--- src/eif_map.vh ---
// Purpose: constants for the two-wire slave front end
// Assumes: ref_clk at 250 MHz (4 ns)
// Notes:   times in ns, counts derived from the clock period
`ifndef EIF_MAP_VH
`define EIF_MAP_VH

`define EIF_CLK_PERIOD_NS   4
`define EIF_SPIKE_NS        50
// spike filter: longest pulse to reject in cycles, rounded down, no lower bound (12 here)
`define EIF_SPIKE_CYC       ((`EIF_SPIKE_NS) / (`EIF_CLK_PERIOD_NS))
`define EIF_FILT_W          4

`define EIF_OP_SRAM         4'ha
`define EIF_OP_CREG         4'h3
`define EIF_CB_OP_HI        7
`define EIF_CB_OP_LO        4
`define EIF_CB_CS_UP        3
`define EIF_CB_CS_LO        2
`define EIF_CB_CS_FIX       1
`define EIF_CB_RW           0

`define EIF_REG_STATUS      8'h00
`define EIF_REG_COMMAND     8'h55
`define EIF_CMD_STORE       8'h33
`define EIF_CMD_RECALL      8'hdd

`define EIF_ADDR_W          11

`endif
--- src/eif_glitch_filter.v ---
// Purpose: two-flop synchroniser plus spike filter for one pin
// Assumes: pin is asynchronous to ref_clk
// Notes:   output changes only after the input holds steady past the spike time
`include "eif_map.vh"
module eif_glitch_filter #(
    parameter RESET_VAL = 1'b1
) (
    // clock and reset
    input  wire ref_clk,
    input  wire rstn,
    // pin and filtered level
    input  wire pin_in,
    output reg  level_out
);
    localparam integer           LIMIT_I = `EIF_SPIKE_CYC;
    localparam [`EIF_FILT_W-1:0] LIMIT   = LIMIT_I[`EIF_FILT_W-1:0];

    reg                   sync1_r;
    reg                   sync2_r;
    reg [`EIF_FILT_W-1:0] cnt_r;

    // first flop feeds only the second
    always @(posedge ref_clk) begin
        if (!rstn) begin
            sync1_r   <= RESET_VAL;
            sync2_r   <= RESET_VAL;
            cnt_r     <= 4'h0;
            level_out <= RESET_VAL;
        end else begin
            sync1_r <= pin_in;
            sync2_r <= sync1_r;
            // a difference must persist beyond the spike time to be taken
            if (sync2_r == level_out) begin
                cnt_r <= 4'h0;
            end else if (cnt_r >= LIMIT) begin
                level_out <= sync2_r;
                cnt_r     <= 4'h0;
            end else begin
                cnt_r <= cnt_r + 4'h1;
            end
        end
    end
endmodule

--- src/eif_i2c_slave.v ---
// Purpose: two-wire slave front end of a battery-backed serial SRAM
// Assumes: serial clock and data arrive asynchronously and are oversampled
// Notes:   array and register contents live outside; this block decodes and acks
//
// Summary of operation
// - data falling while clock high is a Start.
// - data rising while clock high is a Stop.
// - any data change while clock high is Start or Stop, never data.
// - transmitter changes data only while clock low; one bit per pulse.
// - receiver holds data low through ninth clock high phase.
// - on master's refused acknowledge, device releases data line.
// - first byte after Start is control byte: opcode, two selects, zero, direction.
// - respond only if selects match pins and fixed bit is zero.
// - last control bit one means read, zero means write.
// - opcode 1010 selects array, 0011 selects control registers.
// - valid slave address is acknowledged.
// - capacitor below trip threshold: acknowledge nothing.
// - array write acks address bytes; data refused in protected block.
// - 33h or DDh to register 55h starts store or recall, acked.
// - other value to command register: data byte refused.
// - register write to unknown address: address and later bytes refused.
// - two bytes after control byte load pointer, high part first.
// - after protected refusal, ignore line until new Start, pointer held.
// - hardware or automatic store aborts any ongoing access.
`include "eif_map.vh"
module eif_i2c_slave (
    // clock and reset
    input  wire                   ref_clk,
    input  wire                   rstn,
    // two-wire bus pins
    input  wire                   scl_in,
    input  wire                   sda_in,
    output reg                    sda_out,
    output reg                    sda_oe,
    // strap and supply status pins
    input  wire                   chip_select_upper_pin,
    input  wire                   chip_select_lower_pin,
    input  wire                   hardware_store_pin,
    input  wire                   cap_below_trip,
    input  wire                   auto_store_req,
    // array interface
    input  wire                   block_protected,
    input  wire [7:0]             rd_data,
    output reg  [`EIF_ADDR_W-1:0] addr_ptr,
    output reg  [7:0]             wr_data,
    output reg                    sram_wr_stb,
    output reg                    sram_rd_stb,
    output reg                    status_wr_stb,
    output reg                    creg_rd_stb,
    // store and recall requests
    output reg                    sw_store_stb,
    output reg                    sw_recall_stb,
    output reg                    hw_store_stb,
    output reg                    busy
);
    // states, one-hot
    localparam [5:0] ST_IDLE = 6'h01;
    localparam [5:0] ST_RX   = 6'h02;
    localparam [5:0] ST_RACK = 6'h04;
    localparam [5:0] ST_TX   = 6'h08;
    localparam [5:0] ST_TACK = 6'h10;
    localparam [5:0] ST_IGN  = 6'h20;

    // byte roles in a write
    localparam [2:0] BY_CTRL  = 3'h0;
    localparam [2:0] BY_AHI   = 3'h1;
    localparam [2:0] BY_ALO   = 3'h2;
    localparam [2:0] BY_DATA  = 3'h3;
    localparam [2:0] BY_RADDR = 3'h4;
    localparam [2:0] BY_RDAT  = 3'h5;

    wire scl_f;
    wire sda_f;
    wire hs_f;

    reg                   scl_d_r;
    reg                   sda_d_r;
    reg                   hs_d_r;
    reg                   aux_s1_r;
    reg                   aux_s2_r;
    reg                   cap_s1_r;
    reg                   cap_s2_r;
    reg [5:0]             st_r;
    reg [5:0]             st_nxt;
    reg [2:0]             bit_r;
    reg [7:0]             sh_r;
    reg [2:0]             role_r;
    reg                   is_sram_r;
    reg                   ack_r;
    reg [7:0]             reg_addr_r;
    reg [`EIF_ADDR_W-1:0] ptr_r;
    reg                   nine_r;

    // clock, data and store pins are filtered (the filter includes the two-flop sync)
    eif_glitch_filter #(.RESET_VAL(1'b1)) u_scl (
        .ref_clk   (ref_clk),
        .rstn      (rstn),
        .pin_in    (scl_in),
        .level_out (scl_f)
    );
    eif_glitch_filter #(.RESET_VAL(1'b1)) u_sda (
        .ref_clk   (ref_clk),
        .rstn      (rstn),
        .pin_in    (sda_in),
        .level_out (sda_f)
    );
    eif_glitch_filter #(.RESET_VAL(1'b0)) u_hs (
        .ref_clk   (ref_clk),
        .rstn      (rstn),
        .pin_in    (hardware_store_pin),
        .level_out (hs_f)
    );

    wire scl_rise  = scl_f & ~scl_d_r;
    wire scl_fall  = ~scl_f & scl_d_r;
    // data edges while clock stays high are bus conditions
    wire start_det = scl_f & scl_d_r & sda_d_r & ~sda_f;
    wire stop_det  = scl_f & scl_d_r & ~sda_d_r & sda_f;
    wire hs_rise   = hs_f & ~hs_d_r;
    wire abort     = hs_rise | aux_s2_r;
    wire [7:0] rx_byte = {sh_r[6:0], sda_f};

    // control byte check against straps and opcode
    function ctrl_ok;
        input [7:0] cb;
        input       up;
        input       lo;
        begin
            ctrl_ok = ((cb[`EIF_CB_OP_HI:`EIF_CB_OP_LO] == `EIF_OP_SRAM) ||
                       (cb[`EIF_CB_OP_HI:`EIF_CB_OP_LO] == `EIF_OP_CREG)) &&
                      (cb[`EIF_CB_CS_UP] == up) && (cb[`EIF_CB_CS_LO] == lo) &&
                      (cb[`EIF_CB_CS_FIX] == 1'b0);
        end
    endfunction

    // edge history and syncs for level inputs from other logic domains
    always @(posedge ref_clk) begin
        if (!rstn) begin
            scl_d_r  <= 1'b1;
            sda_d_r  <= 1'b1;
            hs_d_r   <= 1'b0;
            aux_s1_r <= 1'b0;
            aux_s2_r <= 1'b0;
            cap_s1_r <= 1'b1;
            cap_s2_r <= 1'b1;
        end else begin
            scl_d_r  <= scl_f;
            sda_d_r  <= sda_f;
            hs_d_r   <= hs_f;
            aux_s1_r <= auto_store_req;
            aux_s2_r <= aux_s1_r;
            cap_s1_r <= cap_below_trip;
            cap_s2_r <= cap_s1_r;
        end
    end

    // next state
    always @* begin
        st_nxt = st_r;
        case (st_r)
            ST_IDLE: st_nxt = ST_IDLE;
            ST_RX: begin
                if (scl_rise && bit_r == 3'h7) begin
                    st_nxt = ST_RACK;
                end
            end
            ST_RACK: begin
                // decision made on the ninth falling edge
                if (scl_fall && nine_r) begin
                    if (!ack_r) begin
                        st_nxt = ST_IGN;
                    end else if (role_r == BY_CTRL && sh_r[`EIF_CB_RW]) begin
                        st_nxt = ST_TX;
                    end else begin
                        st_nxt = ST_RX;
                    end
                end
            end
            ST_TX: begin
                if (scl_fall && bit_r == 3'h7) begin
                    st_nxt = ST_TACK;
                end
            end
            ST_TACK: begin
                if (scl_rise) begin
                    st_nxt = sda_f ? ST_IGN : ST_TACK;
                end else if (scl_fall) begin
                    st_nxt = ST_TX;
                end
            end
            ST_IGN:  st_nxt = ST_IGN;
            default: st_nxt = ST_IDLE;
        endcase
        if (start_det) begin
            st_nxt = ST_RX;
        end else if (stop_det || abort || cap_s2_r) begin
            st_nxt = ST_IDLE;
        end
    end

    // datapath and bus driving
    always @(posedge ref_clk) begin
        if (!rstn) begin
            st_r          <= ST_IDLE;
            bit_r         <= 3'h0;
            sh_r          <= 8'h00;
            role_r        <= BY_CTRL;
            is_sram_r     <= 1'b0;
            ack_r         <= 1'b0;
            nine_r        <= 1'b0;
            reg_addr_r    <= 8'h00;
            ptr_r         <= 11'h000;
            addr_ptr      <= 11'h000;
            wr_data       <= 8'h00;
            sram_wr_stb   <= 1'b0;
            sram_rd_stb   <= 1'b0;
            status_wr_stb <= 1'b0;
            creg_rd_stb   <= 1'b0;
            sw_store_stb  <= 1'b0;
            sw_recall_stb <= 1'b0;
            hw_store_stb  <= 1'b0;
            busy          <= 1'b0;
            sda_out       <= 1'b0;
            sda_oe        <= 1'b0;
        end else begin
            st_r          <= st_nxt;
            addr_ptr      <= ptr_r;
            sram_wr_stb   <= 1'b0;
            sram_rd_stb   <= 1'b0;
            status_wr_stb <= 1'b0;
            creg_rd_stb   <= 1'b0;
            sw_store_stb  <= 1'b0;
            sw_recall_stb <= 1'b0;
            hw_store_stb  <= hs_rise;
            busy          <= (st_nxt != ST_IDLE) && (st_nxt != ST_IGN);
            sda_out       <= 1'b0;
            if (start_det) begin
                bit_r  <= 3'h0;
                role_r <= BY_CTRL;
                sda_oe <= 1'b0;
            end else if (st_nxt == ST_IDLE || st_nxt == ST_IGN) begin
                sda_oe <= 1'b0; // release line on stop, abort or refusal
            end else begin
                case (st_r)
                    ST_RX: begin
                        // sample on rising clock only; data is stable then
                        if (scl_rise) begin
                            sh_r  <= rx_byte;
                            bit_r <= bit_r + 3'h1;
                            if (bit_r == 3'h7) begin
                                nine_r <= 1'b0; // ack slot opens
                                case (role_r)
                                    BY_CTRL: begin
                                        ack_r     <= ctrl_ok(rx_byte,
                                                     chip_select_upper_pin,
                                                     chip_select_lower_pin);
                                        is_sram_r <= (rx_byte[7:4] == `EIF_OP_SRAM);
                                    end
                                    BY_AHI:   ack_r <= 1'b1;
                                    BY_ALO:   ack_r <= 1'b1;
                                    BY_DATA:  ack_r <= ~block_protected;
                                    BY_RADDR: ack_r <= (rx_byte == `EIF_REG_STATUS) ||
                                                       (rx_byte == `EIF_REG_COMMAND);
                                    BY_RDAT: begin
                                        if (reg_addr_r == `EIF_REG_COMMAND) begin
                                            ack_r <= (rx_byte == `EIF_CMD_STORE) ||
                                                     (rx_byte == `EIF_CMD_RECALL);
                                        end else begin
                                            ack_r <= 1'b1;
                                        end
                                    end
                                    default:  ack_r <= 1'b0;
                                endcase
                            end
                        end
                        // release the line on a clock fall at bit zero when ack_r is set
                        if (scl_fall && bit_r == 3'h0 && ack_r) begin
                            sda_oe <= 1'b0;
                        end
                    end
                    ST_RACK: begin
                        if (scl_rise) begin
                            // ack clock rising: commit the byte
                            nine_r <= 1'b1;
                            case (role_r)
                                BY_AHI: ptr_r <= {sh_r[`EIF_ADDR_W-9:0], 8'h00};
                                BY_ALO: ptr_r <= {ptr_r[`EIF_ADDR_W-1:8], sh_r};
                                BY_DATA: begin
                                    if (ack_r) begin
                                        wr_data     <= sh_r;
                                        sram_wr_stb <= 1'b1;
                                        ptr_r       <= ptr_r + 11'h001;
                                    end
                                end
                                BY_RADDR: reg_addr_r <= sh_r;
                                BY_RDAT: begin
                                    wr_data <= sh_r;
                                    if (reg_addr_r == `EIF_REG_STATUS) begin
                                        status_wr_stb <= 1'b1;
                                    end else begin
                                        sw_store_stb  <= (sh_r == `EIF_CMD_STORE);
                                        sw_recall_stb <= (sh_r == `EIF_CMD_RECALL);
                                    end
                                end
                                default: ;
                            endcase
                        end
                        if (scl_fall && nine_r) begin
                            bit_r  <= 3'h0;
                            sda_oe <= 1'b0;
                            if (role_r == BY_CTRL && sh_r[`EIF_CB_RW]) begin
                                // first read bit driven at once in the low phase
                                sda_oe <= ~rd_data[7];
                                if (is_sram_r) begin
                                    sram_rd_stb <= 1'b1;
                                end else begin
                                    creg_rd_stb <= 1'b1;
                                end
                            end
                            case (role_r)
                                BY_CTRL: role_r <= is_sram_r ? BY_AHI : BY_RADDR;
                                BY_AHI:  role_r <= BY_ALO;
                                BY_ALO:  role_r <= BY_DATA;
                                BY_RADDR: role_r <= BY_RDAT;
                                default: role_r <= role_r;
                            endcase
                        end else if (scl_f == 1'b0 && ack_r && !scl_fall) begin
                            sda_oe <= 1'b1;
                        end
                    end
                    ST_TX: begin
                        if (scl_fall) begin
                            bit_r <= bit_r + 3'h1;
                            if (bit_r == 3'h7) begin
                                sda_oe <= 1'b0; // master's ack slot
                                if (is_sram_r) begin
                                    ptr_r <= ptr_r + 11'h001;
                                end
                            end else begin
                                sda_oe <= ~rd_data[3'h6 - bit_r];
                            end
                        end
                    end
                    ST_TACK: begin
                        if (scl_fall) begin
                            bit_r  <= 3'h0;
                            sda_oe <= ~rd_data[7];
                            if (is_sram_r) begin
                                sram_rd_stb <= 1'b1;
                            end else begin
                                creg_rd_stb <= 1'b1;
                            end
                        end
                    end
                    default: sda_oe <= 1'b0;
                endcase
            end
        end
    end
endmodule

--- config.mk ---
export PLATFORM = sky130hd
export DESIGN_NAME = eif_i2c_slave
export DESIGN_NICKNAME = d
export VERILOG_FILES = /design/src/eif_glitch_filter.v /design/src/eif_i2c_slave.v
export VERILOG_INCLUDE_DIRS = /design/src
export SDC_FILE = /design/constraint.sdc
export NUM_CORES = 1
export LEC_CHECK = 0
export BUFFER_PORTS_ARGS = -buffer_cell sky130_fd_sc_hd__buf_2
export CAP_MARGIN = 40
export CORE_ASPECT_RATIO = 1.4
export CORE_UTILIZATION = 45
export DETAILED_ROUTE_END_ITERATION = 10
export GPL_ROUTABILITY_DRIVEN = 1
export GPL_TIMING_DRIVEN = 0
export PLACE_DENSITY = 0.74
export SLEW_MARGIN = 20
export SYNTH_ARGS = -nofsm -noshare
export SYNTH_HDL_FRONTEND = slang
export SYNTH_SLANG_ARGS = --single-unit
--- constraint.sdc ---
create_clock -name ref_clk -period 3.45 [get_ports ref_clk]
set_clock_uncertainty 0.15 [all_clocks]
set_input_delay 0.345 -clock ref_clk [delete_from_list [all_inputs] [get_ports ref_clk]]
set_output_delay 0.345 -clock ref_clk [all_outputs]
set_load 0.005 [all_outputs]
==> results of run 1 <==
## final cells by class
class | count | area, µm² | area share (%)
well taps | 135 | 169 | 3.22
plain buffers | 26 | 161 | 3.08
clock inverters | 2 | 38.8 | 0.740
multi-input cells | 365 | 2390 | 45.7
clock buffers | 12 | 246 | 4.70
inverters | 12 | 45.0 | 0.860
repair buffers | 45 | 225 | 4.30
flip-flops and latches | 98 | 1960 | 37.4
## metrics by stage
stage          cell area, µm²  total power, mW  std cells
5_1_grt                  5240             2.22        695
3_3_place_gp             4950             1.21        680
2_1_floorplan            4560             1.19        501
6_report                 5240             2.17        695
3_5_place_dp             4950             1.21        680
4_1_cts                  5240             2.18        694
## cells by family (layout without fill, tap and decap cells)
group / count (synthesis) / after routing / share of synthesized area (%)
AO/OA/AOI/OAI: 87 / 87 / 13.7
XOR/XNOR: 14 / 14 / 2.69
adder cells (fa/ha/maj): 8 / 8 / 2.19
buffers and inverters: 38 / 97 / 4.53
flip-flops: 98 / 98 / 43.0
multiplexers: 30 / 30 / 7.16
other: 1 / 1 / 0.0822
AND/OR/NAND/NOR: 225 / 225 / 26.6
## registers in the layout, indices dropped and copies added (netlist names), 3 cells and up
name and flops:
u_scl.cnt_r 4, u_hs.cnt_r 4, sh_r 8, role_r 3, u_sda.cnt_r 4, addr_ptr 11, bit_r 3, st_r 6
ptr_r 11, wr_data 8, reg_addr_r 8
## routing by layer
metal  vias to the layer above  GRT usage, %  share of wire, %
met1                      1920          26.7                39
met2                       178          39.5                50
met4                         0          14.0               5.1
li1                       1925             -                 -
met5                         -             0                 0
met3                        46          4.69               5.9
## worst paths after layout
path	startpoint	to	cells after the start
max	st_r[3]	sw_store_stb	7
min	scl_in	u_scl.sync1_r	2
max reg2reg	st_r[3]	sw_store_stb	7
min reg2reg	u_scl.sync1_r	u_scl.sync2_r	1
## cells in the final DEF, fill, tap and decap left out, types with 7 or more instances in the layout
cell and n:
nand2b_1 12, inv_1 12, nor3_1 15, a21oi_1 17, ha_1 8, nand4_1 14, mux2i_1 27, xor2_1 8
o21ai_0 11, buf_2 46, o31ai_1 10, nor4_1 9, clkbuf_1 18, and2_1 20, nand2_1 62, a31oi_1 7
clkbuf_16 9, nor2_1 37, nand3_1 18, dfxtp_1 98
## power by group
part / leakage, nW / switching [mW] / total (mW) / internal, mW
Combinational: 1.13 / 0.0285 / 0.0464 / 0.0180
Clock: 0.139 / 0.404 / 0.980 / 0.575
Sequential: 0.792 / 0.00277 / 1.14 / 1.14
Total: 2.06 / 0.436 / 2.17 / 1.73
==> flow_summary.json, run 1 <==
{
  "clock_latency_ns": 0.34,
  "drt_wl_total_um": 11800,
  "rsz0062_at_grt": "false",
  "worst_slack_ns": 0.937,
  "layout.nets": 583,
  "synth_edf_count": 0,
  "ios": 47,
  "syn_area_per_cell_um2": 9.10,
  "route.detailed.drc": 0,
  "reg2reg_slack_ns": 0.94,
  "yosysMostFrequentCell": "dfxtp_1",
  "p_per_area_nw_per_um2": 413,
  "gp_routability_congestion": 0.872,
  "core_area_um2": 9900,
  "cp_cell_sequence": "clkbuf_8 > o41ai_1 > o2111a_1 > o21a_1 > buf_4 > nand4_1 > nor4_1",
  "antenna_found_initial": 0,
  "arrival_ns": 2.57,
  "finalCriticalPeriod_ns": 2.51,
  "fin_util_pct": 52.9,
  "place_ws_ns": 0.989,
  "grt_pass1_vias": 3888,
  "synthArstFlopShare_pct": 0,
  "synthTopCellsByArea": "dfxtp_1 (43%), mux2i_1 (5.9%), nand2_1 (5.1%)",
  "diodes": 0,
  "num-fill-cells": 956,
  "cts_hold_buf": 0,
  "yosys_most_used_dff": "dfxtp_1",
  "die_x_um": 87.1,
  "hold_slack_ns": 0.0270,
  "h-tree-depth": 3,
  "die-area_um2": 10500,
  "setup_tns_ns": 0,
  "grt.total_usage_pct": 23.3,
  "initial_core_util_pct": 46.1,
  "ys_warn_count": 0,
  "period_share_pct": 72.9,
  "drt-wirelength-per-cell_um": 16.9,
  "clock_sinks": 98,
  "max-cap-violations": 0,
  "grt_overflow": 0,
  "ys_seq_area_share_pct": 43.0,
  "syn-num-nets": 527,
  "cp_slowest_stage_delay_ns": 0.42,
  "max_freq_ghz": 0.398,
  "avgViaCountPerCell": 5.85,
  "start_kind": "flop",
  "cts_buffer_depth": 2,
  "cts_buffers": 9,
  "synthDistinctLibCells": 71,
  "grt_pass1_wl_um": 18900,
  "setup_viol": 0,
  "dr.pass1.iters": 8,
  "syn_area_um2": 4560,
  "io_buffers": 44,
  "critPathMaxFanout": 10,
  "critical_path.top_delay_family": "compound AO/OA/AOI/OAI gates",
  "final_max_slew_viol_count": 0,
  "die_y_um": 121,
  "cp_num_buf_inv": 2,
  "via_count": 4069,
  "cts_setup_buffers": 0,
  "max-vdd-ir-drop_v": 0.000276,
  "dp_hpwl_um": 8690,
  "endpoint_kind": "flop",
  "num_rows": 43,
  "ant_nets": 0,
  "grt_max_degree": 15,
  "tightest_slew_ns": 0.816,
  "hold_viol": 0,
  "drive_gt1_share_pct": 15.5,
  "critPathRequiredTime_ns": 3.51,
  "cts_tree": "built",
  "synth_top_cell_area_share_pct": 43.0,
  "ctsResizeCount": 0,
  "synth_largest_area_cell": "dfxtp_1",
  "outcome": "complete, no violations",
  "hold_path.class": "input port to flop",
  "synthTopCellsByCount": "dfxtp_1 (98), nand2_1 (62), nor2_1 (37)",
  "clockRootBuffer": "clkbuf_16",
  "clkTransAtPathRegs_ns": 0.06,
  "leakage_nw": 2.06,
  "postSynthCellCount": 501,
  "slew_headroom_pct": 45.6,
  "area_growth_pct": 14.9,
  "cp_slowest_cell": "nor4_1",
  "ys_ff_latch": 98,
  "critical_path_class": "flop to flop",
  "initialDrtViolationCount": 419
}
Note: power is estimated with default switching activity, not from simulation.
==> run 2, diff against run 1 <==
- clock period: 3.45 -> 2.6 ns (I/O delays scaled with it)
==> flow_summary.json, run 2 (same netlist as run 1, synthesis figures left out) <==
{
  "rsz0062_at_grt": "false",
  "diodes": 0,
  "worst_slack_ns": 0.127,
  "area_growth_pct": 16.0,
  "setup_viol": 0,
  "worst_r2r_endpoint": "sw_store_stb",
  "critPathRequiredTime_ns": 2.66,
  "grt_overflow": 0,
  "max-cap-violations": 0,
  "die_y_um": 121,
  "ios": 47,
  "num_rows": 43,
  "leakage_nw": 2.08,
  "slew_headroom_pct": 46.1,
  "timing.rr.start": "st_r[3]",
  "gp_routability_congestion": 0.872,
  "period_share_pct": 95.1,
  "tightest_slew_ns": 0.809,
  "reg2reg_slack_ns": 0.13,
  "mostFrequentLayoutCells": "dfxtp_1 (98), nand2_1 (62), buf_2 (45)",
  "hold_end": "addr_ptr[7]",
  "hold_viol": 0,
  "wl_met2_um": 5960,
  "drt-wirelength-per-cell_um": 16.8,
  "max-vdd-ir-drop_v": 0.000365,
  "setup_tns_ns": 0,
  "grt_pass1_vias": 3883,
  "ant_nets": 0,
  "clkTransAtPathRegs_ns": 0.06,
  "wl_met3_um": 606,
  "routed.top_layer": "met4",
  "route.detailed.drc": 0,
  "reg.largest.list": "addr_ptr x11, ptr_r x11",
  "antenna_found_initial": 0,
  "drive_gt1_share_pct": 15.4,
  "hold_path.startpoint": "rstn",
  "cts_tree": "built",
  "layout.nets": 588,
  "max_freq_ghz": 0.404,
  "endpoint_kind": "flop",
  "dp_hpwl_um": 8690,
  "cts_buffers": 9,
  "clock_sinks": 98,
  "p_per_area_nw_per_um2": 543,
  "finalCriticalPeriod_ns": 2.47,
  "clock_latency_ns": 0.34,
  "die-area_um2": 10500,
  "grt.total_usage_pct": 23.3,
  "start_kind": "flop",
  "critical_path_class": "flop to flop",
  "drt_wl_total_um": 11800,
  "avgViaCountPerCell": 5.76,
  "core_area_um2": 9900,
  "die_x_um": 87.1,
  "initial_core_util_pct": 46.1,
  "outcome": "complete, no violations",
  "io_buffers": 44,
  "initialDrtViolationCount": 350,
  "place_ws_ns": 0.139,
  "final_max_slew_viol_count": 0,
  "arrival_ns": 2.54,
  "wl_met1_um": 4630,
  "via_count": 4032,
  "min_path_cells": 2,
  "reg2regPathDepth": 7,
  "clockRootBuffer": "clkbuf_16",
  "grt_max_degree": 15,
  "dr.pass1.iters": 6,
  "critPathMaxFanout": 10,
  "hold_path.class": "input port to flop",
  "cts_buffer_depth": 2,
  "grt_pass1_wl_um": 18900,
  "layout_commonest_cell": "dfxtp_1",
  "h-tree-depth": 3
}
run 2: cell types whose count changed in the layout (fill, tap and decap cells not counted), sizes merged:
cell,delta
buf,-1
clkbuf,+1
dlygate4sd3,+5
run 2: power breakdown:
| group | switching [mW] | leakage, nW | total [mW] | internal, mW |
|---|---|---|---|---|
| clock network | 0.530 | 0.139 | 1.29 | 0.763 |
| logic | 0.0389 | 1.15 | 0.0676 | 0.0287 |
| registers | 0.00366 | 0.792 | 1.51 | 1.51 |
run 2: cell type report:
type | count | area [µm²]
clock inverters | 2 | 38.8
clock buffers | 12 | 246
flip-flops and latches | 98 | 1960
multi-input cells | 365 | 2390
repair buffers | 50 | 275
plain buffers | 26 | 164
fillers | 950 | 4610
well taps | 135 | 169
inverters | 12 | 45.0
run 2: through the flow:
stage | hold WS, ns | power (mW) | cell area [µm²] | std cells | util [%]
after floorplan | 0.211 | 1.58 | 4560 | 501 | -
after global placement | 0.240 | 1.61 | 4950 | 680 | 50.0
after detailed placement | 0.252 | 1.61 | 4950 | 680 | 50.0
after CTS | 0.0864 | 2.90 | 5290 | 699 | 53.4
after global routing | 0.0904 | 2.96 | 5290 | 700 | 53.5
final | 0.0922 | 2.87 | 5290 | 700 | 53.5
run 2: worst max-delay path: stages, from the launching register on:
cell and delay, ns:
dfxtp_1 0.30, clkbuf_8 0.16, o41ai_1 0.38, o2111a_1 0.29
o21a_1 0.30, buf_4 0.24, nand4_1 0.12, nor4_1 0.40
run 2: worst max-delay path by stage:
stage / startpoint / end / cells after the start
3_5_place_dp: st_r[3] / sw_store_stb / 7
6_report: st_r[3] / sw_store_stb / 7
4_1_cts: role_r[2] / ptr_r[7] / 6
5_1_grt: st_r[5] / ptr_r[6] / 6
2_1_floorplan: bit_r[0] / sda_oe / 7
3_3_place_gp: st_r[3] / sw_recall_stb / 7
run 2: layer usage:
layer  GRT usage [%]  vias to the layer above
met4            14.0                        0
met1            26.7                     1899
li1                -                     1929
met5               0                        -
met3            4.69                       44
met2            39.5                      160
run 2: repair_timing:
| item | 4_1_cts | 5_1_grt |
|---|---|---|
| hold endpoints to repair | 5 | 0 |
| setup endpoints to repair | 0 | 5 |
| hold buffers | 5 | 0 |
| buffers inserted | 0 | 0 |
| resized for setup | 0 | 1 |
==> run 3, diff against run 2 <==
- ABC_AREA: unset -> 1
- PLACE_DENSITY: 0.74 -> 0.73
==> flow_summary.json, run 3 <==
{
  "regArea_um2": 1960,
  "routed.top_layer": "met4",
  "pwr-share-comb_pct": 2.5,
  "initialDrtViolationCount": 269,
  "rsz0062_at_grt": "false",
  "h-tree-depth": 3,
  "ant_nets": 0,
  "start_kind": "flop",
  "grt.total_usage_pct": 21.8,
  "clock_latency_ns": 0.35,
  "max_freq_ghz": 0.477,
  "critical_path_class": "flop to flop",
  "synthArstFlopShare_pct": 0,
  "p_per_area_nw_per_um2": 539,
  "gp_routability_congestion": 0.891,
  "antenna_found_initial": 0,
  "diodes": 0,
  "num_rows": 43,
  "cts_buffer_depth": 2,
  "grt_pass1_vias": 4252,
  "mostFrequentLayoutCells": "nand2_1 (124), nor2_1 (121), dfxtp_1 (98)",
  "dp_hpwl_um": 8440,
  "pwr-share-seq_pct": 51.3,
  "synth_largest_area_cell": "dfxtp_1",
  "ys_warn_count": 0,
  "max-vdd-ir-drop_v": 0.000386,
  "clock_sinks": 98,
  "grt_max_degree": 18,
  "grt_overflow": 0,
  "p_switching_mw": 0.648,
  "synthTopCellsByArea": "dfxtp_1 (42%), nand2_1 (9.9%), nor2_1 (9.6%)",
  "setup_viol": 0,
  "critPathMaxFanout": 9,
  "yosys_most_used_dff": "dfxtp_1",
  "finalCriticalPeriod_ns": 2.10,
  "synth_top_cell_area_share_pct": 41.6,
  "drt-wirelength-per-cell_um": 12.9,
  "syn-num-nets": 682,
  "io_buffers": 45,
  "layout.nets": 743,
  "ys_seq_area_share_pct": 41.6,
  "initial_core_util_pct": 46.9,
  "setup_tns_ns": 0,
  "yosysMostFrequentCell": "nand2_1",
  "cp_slowest_stage_delay_ns": 0.48,
  "swShare_pct": 22.0,
  "power_mw": 2.95,
  "wl_met3_um": 341,
  "critical_path.top_delay_family": "simple AND/OR/NAND/NOR gates",
  "hold_viol": 0,
  "clockRootBuffer": "clkbuf_16",
  "core_area_um2": 10100,
  "reg.largest.list": "addr_ptr x11, ptr_r x11",
  "dr.pass1.iters": 7,
  "synth_edf_count": 0,
  "cts_buffers": 9,
  "syn_area_um2": 4720,
  "hold_slack_ns": 0.177,
  "drt_wl_total_um": 11100,
  "wl_met2_um": 5930,
  "final_max_slew_viol_count": 0,
  "die_x_um": 88.5,
  "max-cap-violations": 0,
  "cp_cell_sequence": "inv_2 > nor2_8 > inv_2 > nor2_1 > nand2_1 > nand2_1 > a21oi_1",
  "die-area_um2": 10900,
  "synthTopCellsByCount": "nand2_1 (124), nor2_1 (121), dfxtp_1 (98)",
  "postSynthCellCount": 656,
  "num-fill-cells": 1004,
  "route.detailed.drc": 0,
  "endpoint_kind": "flop",
  "layout_commonest_cell": "nand2_1",
  "cp_num_buf_inv": 2,
  "cp_slowest_cell": "nor2_1",
  "synthDistinctLibCells": 45,
  "clkPwrFrac_pct": 46.1,
  "area_growth_pct": 15.8,
  "cts_tree": "built",
  "ys_ff_latch": 98,
  "via_count": 4424,
  "ios": 47,
  "period_share_pct": 80.6,
  "cts_setup_buffers": 0,
  "ctsResizeCount": 0,
  "avgViaCountPerCell": 5.16,
  "multi_input_comb_area_um2": 2340,
  "die_y_um": 123,
  "hold_path.class": "input port to flop",
  "drive_gt1_share_pct": 15.7,
  "syn_area_per_cell_um2": 7.19,
  "internal-power_mw": 2.30,
  "tightest_slew_ns": 0.743,
  "arrival_ns": 2.17,
  "leakage_nw": 2.50,
  "grt_pass1_wl_um": 18600,
  "fin_util_pct": 54.3,
  "outcome": "complete, no violations",
  "slew_headroom_pct": 50.1,
  "critPathRequiredTime_ns": 2.67,
  "wl_met1_um": 4530,
  "clkTransAtPathRegs_ns": 0.07
}
[run 3: layer usage]
metal	track usage, %	vias up
li1	-	2231
met1	22.8	2059
met2	40.9	104
met3	3.60	30
met4	11.2	0
met5	0	-
[run 3: timing repair]
action	in CTS	in global routing
endpoints found under the hold margin	5	0
hold buffers	5	0
endpoints found under the setup margin	0	0
[run 3: kinds of logic (layout without fill, tap and decap cells)]
kind of cell               Yosys count  after routing  synth area share [%]
other                                1              1                0.0795
adders and majority gates            8              8                  2.12
DFF                                 98             98                  41.6
xor gates and xnor gates            11             11                  2.04
buffers and inverters               97            163                  8.78
and+or+nand+nor                    376            376                  37.3
AOI/OAI and AO/OA                   65             65                  8.07
[run 3: final cells by class]
cell class	count	share of cell area, %
flip-flops and latches	98	35.9
clock buffers	10	4.19
inverters	81	5.63
clock inverters	6	1.35
repair buffers	50	5.04
well taps	135	3.09
multi-input cells	461	42.8
plain buffers	16	1.95
[run 3: worst reg2reg max path, delay by kind of cell (launching register included)]
family	cells	cell delay, ns
flip-flops	1	0.46
buffers and inverters	2	0.21
AO/OA/AOI/OAI	1	0.06
AND/OR/NAND/NOR	4	1.08
[run 3: path summary, 6_finish.rpt]
| check | start | to | cells past startpoint | slack [ns] |
|---|---|---|---|---|
| worst max-delay path | u_scl.level_out | sh_r[4] | 7 | 0.50 |
| worst min-delay path | rstn | status_wr_stb | 4 | 0.18 |
| worst max register to register | u_scl.level_out | sh_r[4] | 7 | 0.50 |
| worst min register to register | u_scl.sync1_r | u_scl.sync2_r | 1 | 0.26 |
[run 3: power groups by stage]
stage                     Combinational (mW)  Sequential, mW  Clock, mW
after floorplan                       0.0418            1.55          0
final                                 0.0751            1.51       1.36
after CTS                             0.0748            1.51       1.38
after global routing                  0.0837            1.51       1.44
after detailed placement              0.0689            1.55          0
after global placement                0.0681            1.55          0
[run 3: stage by stage]
step | cells | setup WS (ns) | instance area (µm²)
after floorplan | 656 | 0.774 | 4720
after global placement | 836 | 0.554 | 5110
after detailed placement | 836 | 0.522 | 5110
after CTS | 857 | 0.503 | 5460
after global routing | 857 | 0.284 | 5460
final | 857 | 0.504 | 5460
